$ cat config.mk
export PLATFORM = sky130hd
export DESIGN_NAME = exposure_timer_turnoff
export DESIGN_NICKNAME = d
export VERILOG_FILES = /design/src/verilog/exposure_timer_turnoff.v
export VERILOG_INCLUDE_DIRS = /design/src /design/src/verilog
export SDC_FILE = /design/constraint.sdc
export NUM_CORES = 1
export LEC_CHECK = 0
export ABC_AREA = 1
export BUFFER_PORTS_ARGS = -buffer_cell sky130_fd_sc_hd__buf_2
export CAP_MARGIN = 20
export CORE_MARGIN = 2
export CORE_UTILIZATION = 35
export DETAILED_ROUTE_END_ITERATION = 10
export REMOVE_ABC_BUFFERS = 1
export SYNTH_ARGS = -nofsm -noshare
export SYNTH_HDL_FRONTEND = slang
export SYNTH_SLANG_ARGS = --single-unit
$ cat constraint.sdc
create_clock -name clk -period 6.8 [get_ports clk]
set_clock_uncertainty 0.05 [all_clocks]
set_input_delay 0.68 -clock clk [delete_from_list [all_inputs] [get_ports clk]]
set_output_delay 0.68 -clock clk [all_outputs]
set_load 0.05 [all_outputs]
$ cat src/verilog/exposure_timer_map.vh
// Constants for the exposure timer and turn-off block
`ifndef EXPOSURE_TIMER_MAP_VH
`define EXPOSURE_TIMER_MAP_VH
`define CLK_FREQ_HZ 100000000
`define TICK_PERIOD_S 1
`define TICK_CYCLES (`CLK_FREQ_HZ * `TICK_PERIOD_S)
`define DEBOUNCE_MS 10
`define DEBOUNCE_CYCLES (`CLK_FREQ_HZ / 1000 * `DEBOUNCE_MS)
`define DIGITS 4
`define COUNT_W 16
`define COUNT_RESET 16'h0000
`define BCD_MAX 4'h9
`define ST_IDLE 2'h0
`define ST_RUN 2'h1
`define ST_HOLD 2'h2
`endif

$ cat src/verilog/exposure_timer_turnoff.v
// Exposure counter, seconds tick, exposure latch and turn-off stage
`timescale 1ns/1ps
`default_nettype none
`include "exposure_timer_map.vh"
module exposure_timer_turnoff #(
    parameter [31:0] TICK_CYCLES = `TICK_CYCLES,
    parameter [31:0] DEBOUNCE_CYCLES = `DEBOUNCE_CYCLES
) (
    input wire clk,
    input wire rstn,
    input wire start_switch,
    input wire sensor_reset_switch,
    input wire auto_manual_selector,
    input wire [15:0] time_set_switches,
    input wire tube_current_over_ref,
    input wire sensor_over_ref,
    output wire interlock_turnoff_relay,
    output wire timer_input_indicator,
    output wire overcurrent_input_indicator,
    output wire auto_input_indicator,
    output reg [15:0] display_value,
    output reg display_on,
    output wire count_up,
    output wire store_hold_n,
    output wire tick_enable,
    output reg seconds_tick,
    output wire exposure_latch,
    output wire exposure_latch_n,
    output reg counter_carry
);

////////////////////////////////////////////////////////////////////////////////
// Reset synchronizer
reg rst_s1;
reg rst_s2;
always @(posedge clk or negedge rstn) begin
    if (!rstn) begin
        rst_s1 <= 1'b0;
        rst_s2 <= 1'b0;
    end else begin
        rst_s1 <= 1'b1;
        rst_s2 <= rst_s1;
    end
end
wire srst_n = rst_s2;

////////////////////////////////////////////////////////////////////////////////
// Switch debouncers
wire [2:0] sw_raw = {auto_manual_selector, sensor_reset_switch, start_switch};
wire [2:0] sw_clean;
wire [31:0] debounce_last = DEBOUNCE_CYCLES - 32'h00000001;
genvar gi;

generate
    for (gi = 0; gi < 3; gi = gi + 1) begin : g_deb
        reg s1;
        reg s2;
        reg stable;
        reg [31:0] cnt;

        wire differs = (s2 != stable);
        wire settled = (cnt >= debounce_last);

        always @(posedge clk or negedge srst_n) begin
            if (!srst_n) begin
                s1 <= 1'b0;
                s2 <= 1'b0;
            end else begin
                s1 <= sw_raw[gi];
                s2 <= s1;
            end
        end

        always @(posedge clk or negedge srst_n) begin
            if (!srst_n) begin
                stable <= 1'b0;
                cnt <= 32'h00000000;
            end else if (!differs) begin
                cnt <= 32'h00000000;
            end else if (settled) begin
                stable <= s2;
                cnt <= 32'h00000000;
            end else begin
                cnt <= cnt + 32'h00000001;
            end
        end

        assign sw_clean[gi] = stable;
    end
endgenerate

////////////////////////////////////////////////////////////////////////////////
// Switch levels and edges
wire start_lvl = sw_clean[0];
wire sensor_reset = sw_clean[1];
wire auto_mode = sw_clean[2];

reg start_prev;
reg auto_prev;

always @(posedge clk or negedge srst_n) begin
    if (!srst_n) begin
        start_prev <= 1'b0;
    end else begin
        start_prev <= start_lvl;
    end
end

always @(posedge clk or negedge srst_n) begin
    if (!srst_n) begin
        auto_prev <= 1'b0;
    end else begin
        auto_prev <= auto_mode;
    end
end

wire start_edge = start_lvl & ~start_prev;
wire to_manual = auto_prev & ~auto_mode;

////////////////////////////////////////////////////////////////////////////////
// Turn-off inputs
wire overcurrent_trip_comparator = tube_current_over_ref;
wire auto_path_gate = auto_mode;
wire auto_exposure_control = auto_path_gate & sensor_over_ref;

reg latch_q;
wire time_off = latch_q;

////////////////////////////////////////////////////////////////////////////////
// Turn-off stage and indicators
wire turn_off_or_stage = time_off | overcurrent_trip_comparator | auto_exposure_control;
assign interlock_turnoff_relay = ~turn_off_or_stage;
assign timer_input_indicator = ~time_off;
assign overcurrent_input_indicator = ~overcurrent_trip_comparator;
assign auto_input_indicator = ~auto_exposure_control;

////////////////////////////////////////////////////////////////////////////////
// Control state
reg [1:0] state;
reg [1:0] next_state;
reg [15:0] count;

wire running = (state == `ST_RUN);
wire holding = (state == `ST_HOLD);
wire idle = (state == `ST_IDLE);

wire count_zero = (count == `COUNT_RESET);
wire forced_off = overcurrent_trip_comparator | auto_exposure_control;
wire end_exposure = running & (counter_carry | forced_off);

always @* begin
    next_state = state;
    case (state)
        `ST_IDLE: begin
            if (start_edge) begin
                next_state = `ST_RUN;
            end
        end
        `ST_RUN: begin
            if (end_exposure && auto_mode) begin
                next_state = `ST_HOLD;
            end else if (end_exposure) begin
                next_state = `ST_IDLE;
            end
        end
        `ST_HOLD: begin
            if (start_edge) begin
                next_state = `ST_RUN;
            end else if (to_manual) begin
                next_state = `ST_IDLE;
            end
        end
        default: begin
            next_state = `ST_IDLE;
        end
    endcase
end

always @(posedge clk or negedge srst_n) begin
    if (!srst_n) begin
        state <= `ST_IDLE;
    end else begin
        state <= next_state;
    end
end

////////////////////////////////////////////////////////////////////////////////
// Mode and exposure outputs
assign exposure_latch = latch_q;
assign exposure_latch_n = ~latch_q;
assign store_hold_n = ~running;
assign tick_enable = running;
assign count_up = auto_mode;

////////////////////////////////////////////////////////////////////////////////
// Exposure latch
wire latch_set = start_edge & ~running;
wire latch_clear = end_exposure;

always @(posedge clk or negedge srst_n) begin
    if (!srst_n) begin
        latch_q <= 1'b1;
    end else if (latch_set) begin
        latch_q <= 1'b0;
    end else if (latch_clear) begin
        latch_q <= 1'b1;
    end
end

////////////////////////////////////////////////////////////////////////////////
// Seconds tick source
reg [31:0] prescale;

wire [31:0] tick_last = TICK_CYCLES - 32'h00000001;
wire prescale_done = (prescale >= tick_last);
wire seconds_tick_source = running & prescale_done;

always @(posedge clk or negedge srst_n) begin
    if (!srst_n) begin
        prescale <= 32'h00000000;
    end else if (!running || seconds_tick_source) begin
        prescale <= 32'h00000000;
    end else begin
        prescale <= prescale + 32'h00000001;
    end
end

always @(posedge clk or negedge srst_n) begin
    if (!srst_n) begin
        seconds_tick <= 1'b0;
    end else begin
        seconds_tick <= seconds_tick_source;
    end
end

////////////////////////////////////////////////////////////////////////////////
// BCD digit steps
wire [`DIGITS-1:0] carry_up;
wire [`DIGITS-1:0] carry_dn;
wire [15:0] next_up;
wire [15:0] next_down;

assign carry_up[0] = 1'b1;
assign carry_dn[0] = 1'b1;
genvar dg;

generate
    for (dg = 0; dg < `DIGITS; dg = dg + 1) begin : g_digit
        wire [3:0] digit;
        wire at_max;
        wire at_zero;

        assign digit = count[dg*4 +: 4];
        assign at_max = (digit == `BCD_MAX);
        assign at_zero = (digit == 4'h0);

        assign next_up[dg*4 +: 4] = !carry_up[dg] ? digit
            : (at_max ? 4'h0 : digit + 4'h1);
        assign next_down[dg*4 +: 4] = !carry_dn[dg] ? digit
            : (at_zero ? `BCD_MAX : digit - 4'h1);

        if (dg < `DIGITS - 1) begin : g_chain
            assign carry_up[dg + 1] = carry_up[dg] & at_max;
            assign carry_dn[dg + 1] = carry_dn[dg] & at_zero;
        end
    end
endgenerate

////////////////////////////////////////////////////////////////////////////////
// Exposure counter driver
wire exposure_counter_driver = running & seconds_tick_source;
wire load_start = start_edge & ~running;
wire load_preset = ~running & latch_q & ~auto_mode & ~holding;
wire clear_count = sensor_reset & ~running;

always @(posedge clk or negedge srst_n) begin
    if (!srst_n) begin
        count <= `COUNT_RESET;
    end else if (load_start && auto_mode) begin
        count <= `COUNT_RESET;
    end else if (load_start) begin
        count <= time_set_switches;
    end else if (load_preset) begin
        count <= time_set_switches;
    end else if (clear_count) begin
        count <= `COUNT_RESET;
    end else if (exposure_counter_driver && auto_mode) begin
        count <= next_up;
    end else if (exposure_counter_driver) begin
        count <= next_down;
    end
end

////////////////////////////////////////////////////////////////////////////////
// Zero carry pulse
wire manual_run = running & ~auto_mode;

always @(posedge clk or negedge srst_n) begin
    if (!srst_n) begin
        counter_carry <= 1'b0;
    end else if (load_start || load_preset || clear_count) begin
        counter_carry <= 1'b0;
    end else if (exposure_counter_driver && !auto_mode) begin
        counter_carry <= (next_down == `COUNT_RESET);
    end else if (manual_run && count_zero && !counter_carry) begin
        counter_carry <= 1'b1;
    end else begin
        counter_carry <= 1'b0;
    end
end

////////////////////////////////////////////////////////////////////////////////
// Display value
always @(posedge clk or negedge srst_n) begin
    if (!srst_n) begin
        display_value <= `COUNT_RESET;
    end else if (load_start && auto_mode) begin
        display_value <= `COUNT_RESET;
    end else if (load_start) begin
        display_value <= time_set_switches;
    end else if (running) begin
        display_value <= count;
    end
end

////////////////////////////////////////////////////////////////////////////////
// Display blanking
always @(posedge clk or negedge srst_n) begin
    if (!srst_n) begin
        display_on <= 1'b0;
    end else if (load_start) begin
        display_on <= 1'b1;
    end else if (running && end_exposure && !auto_mode) begin
        display_on <= 1'b0;
    end else if (holding && to_manual) begin
        display_on <= 1'b0;
    end else if (idle && !auto_mode) begin
        display_on <= 1'b0;
    end
end

endmodule // exposure_timer_turnoff
`default_nettype wire

==> results.json <==
{
  "end_kind": "flop",
  "fmax_mhz": 303.3,
  "initial_core_util_pct": 35.69,
  "grt_pass1_wl_um": 33400,
  "worstHoldPathType": "reg -> async",
  "grt_overflow": 0,
  "crit_type": "reg -> reg",
  "gp_congestion": 0.8235,
  "first_global_vias": 6907,
  "p_per_area_nw_per_um2": 301.9,
  "synth_area_um2": 8986,
  "vias": 7207,
  "drt_iter0_drc": 780,
  "dpl-instance-area_um2": 9644,
  "detail_route.wl_per_cell_um": 12.87,
  "required_ps": 7050,
  "slew_violations": 0,
  "final.setup.tns_ps": 0,
  "cts_root_buffer": "clkbuf_16",
  "grt_max_degree": 85,
  "area_growth_pct": 14.68,
  "ant_nets": 0,
  "antenna_found_initial": 1,
  "relSlewSlack_pct": 28.48,
  "grtUsageTotal_pct": 15.45,
  "wirelength_um": 19540,
  "route.detailed.drc": 0,
  "status": "finished clean",
  "yosysWarnings": 0,
  "cts_setup_buffers": 0,
  "worst_pin_slew_ps": 1072,
  "rsz0062_at_grt": "no",
  "r2r-end": "display_value[8]",
  "synth_edf_count": 0,
  "setup.worst_path.start_class": "flop",
  "die_w_um": 164.2,
  "cp.arrival_ps": 3540,
  "setup_viol": 0,
  "postSynthCellCount": 1096,
  "cts.clk_slew.worst_paths_ps": 70,
  "cts_tree": "done",
  "p_leak_nw": 4.718,
  "crit_fanout": 25,
  "portBuffers": 50,
  "n_fill_cell": 2495,
  "ctsLongestPathBuffers": 2,
  "layout-drive-gt1-share_pct": 11.70,
  "clock_sinks": 179,
  "rr_startpoint": "g_deb[0].stable",
  "h-tree-depth": 4,
  "via_per_inst": 4.745,
  "seq_area_um2": 4484,
  "seq_area_frac_synth_pct": 49.86,
  "ys_types": 45,
  "fin_crit_sh_pct": 48.49,
  "r2r_slack_ps": 3500,
  "hpwlAfterDp_um": 13420,
  "dr.pass1.iters": 5,
  "design_area_um2": 10300,
  "ys_seq_elements": 179,
  "core.rowCount": 58,
  "hold_viol": 0,
  "finalCriticalPeriod_ps": 3297,
  "syn_area_per_cell_um2": 8.199,
  "max_cap_viol_count": 0,
  "multiInputGateArea_um2": 4031,
  "num_io_pins": 51,
  "ys.flop_type": "dfrtp_1",
  "synthArstFlopShare_pct": 100.0,
  "post_cts_resized": 0,
  "irDropWorstVdd_mv": 0.1967,
  "die_y_um": 164.2,
  "core_um2": 25180,
  "finish.net_count": 1205,
  "r2r_cells": 9,
  "die_area_um2": 26970,
  "worstSkewPairLatency_ps": 430,
  "cts_inserted_buffers": 17
}
## Yosys cell counts, types with 5 or more instances
master | instances | area, µm²
dfrtp_1 | 178 | 4454
a21oi_1 | 52 | 260.3
o22ai_1 | 12 | 75.07
nor2_2 | 11 | 68.82
xor2_1 | 44 | 385.4
nor2_1 | 139 | 521.8
nand2_1 | 248 | 930.9
o21ai_0 | 48 | 240.2
buf_2 | 16 | 80.08
clkbuf_1 | 13 | 48.80
nand4_1 | 33 | 206.5
inv_1 | 107 | 401.6
nand3_2 | 7 | 70.07
nand2_2 | 8 | 50.05
xnor2_1 | 7 | 61.31
nor2_4 | 5 | 56.30
inv_2 | 7 | 26.28
nor4_1 | 12 | 75.07
ha_1 | 7 | 87.58
nor3_1 | 13 | 65.06
nand3_1 | 84 | 420.4
## final cells by class
type	count	area share [%]
diodes	1	0.02428
clock buffers	17	4.128
clock inverters	15	1.894
inverters	118	4.298
multi-input cells	804	39.12
flip-flops and latches	179	43.52
well taps	330	4.007
repair buffers	55	3.011
## metrics by stage
| stage | worst slack [ps] | hold WS [ps] | total power [mW] | std cells | utilization, % |
|---|---|---|---|---|---|
| final | 3503 | 253.9 | 3.112 | 1519 | 40.92 |
| after global routing | 3172 | 282.7 | 3.293 | 1518 | 40.91 |
| after CTS | 3535 | 285.3 | 3.129 | 1517 | 40.80 |
| after detailed placement | 3545 | 284.7 | 2.078 | 1484 | 38.30 |
| after global placement | 3695 | 281.9 | 2.073 | 1484 | 38.30 |
| after floorplan | 1395 | 281.2 | 1.866 | 1101 | - |
## sequential cells by signal, indices dropped and copies added (netlist names), 2 cells and up
| name | flops |
|---|---|
| g_deb.s1 | 3 |
| display_value | 16 |
| count | 16 |
| state | 2 |
| g_deb.cnt | 96 |
| g_deb.stable | 2 |
| g_deb.s2 | 3 |
| prescale | 32 |
## worst max path at each step
stage	from	to	slack [ps]	cells past startpoint
2_1_floorplan	rst_s2	auto_prev	1390	0
3_3_place_gp	g_deb[0].stable	display_value[13]	3700	9
3_5_place_dp	g_deb[0].stable	display_value[2]	3540	9
4_1_cts	g_deb[0].stable	display_value[8]	3540	9
5_1_grt	g_deb[0].stable	display_value[8]	3170	9
6_report	g_deb[0].stable	display_value[8]	3500	9
## cell families (layout without fill, tap and decap cells)
kind of cell / Yosys count / count (layout) / share of synthesized area, %
other cells: 2 / 43 / 0.08357
xor+xnor: 51 / 51 / 4.971
simple gates: 582 / 582 / 30.01
compound gates: 122 / 122 / 7.157
flops: 179 / 179 / 49.86
buf+inv: 153 / 205 / 6.948
fa+ha+maj: 7 / 7 / 0.9746
## critical path: stages, from the launching register on
cell and delay [ps]:
dfrtp_1 400, inv_1 50, nor2_1 80, inv_1 320
nor2_2 940, inv_2 450, nor2_2 330, inv_1 80
nand2_1 300, o21ai_0 160
## what timing repair did
action | 4_1_cts | 5_1_grt
hold endpoints to repair | 2 | 0
hold buffers | 1 | 0
endpoints found under the setup margin | 0 | 0
## placed cells by master, fill, tap and decap left out, types with 2 or more instances in the layout
cell          n
nand2_1     248
dfrtp_1     177
nor2_1      139
inv_1       107
nand3_1      84
a21oi_1      52
buf_2        50
o21ai_0      48
xor2_1       44
conb_1       42
nand4_1      33
clkbuf_16    17
nor3_1       13
nor4_1       12
o22ai_1      12
nor2_2       11
nand2_2       8
inv_2         7
nand3_2       7
xnor2_1       7
ha_1          7
nor2_4        5
nor3b_1       4
o21ai_1       4
clkinv_1      4
nor3_2        3
bufinv_16     3
inv_8         3
inv_6         3
clkinvlp_4    3
buf_4         3
nor2_8        2
and3_1        2
nand3b_1      2
or2_2         2
nand3_4       2
clkinv_4      2
## metal layers
| layer | wire length (µm) | track usage [%] |
|---|---|---|
| met1 | 9563 | 22.10 |
| met2 | 8745 | 23.47 |
| met3 | 912 | 3.081 |
| met4 | 321 | 5.024 |
| met5 | 0 | 0 |
## power breakdown
group          internal (mW)  switching (mW)
clock network          0.590           0.450
logic                  0.226           0.556
registers               1.16           0.131
total                   1.97            1.14
(Power assumes the default switching activity.)
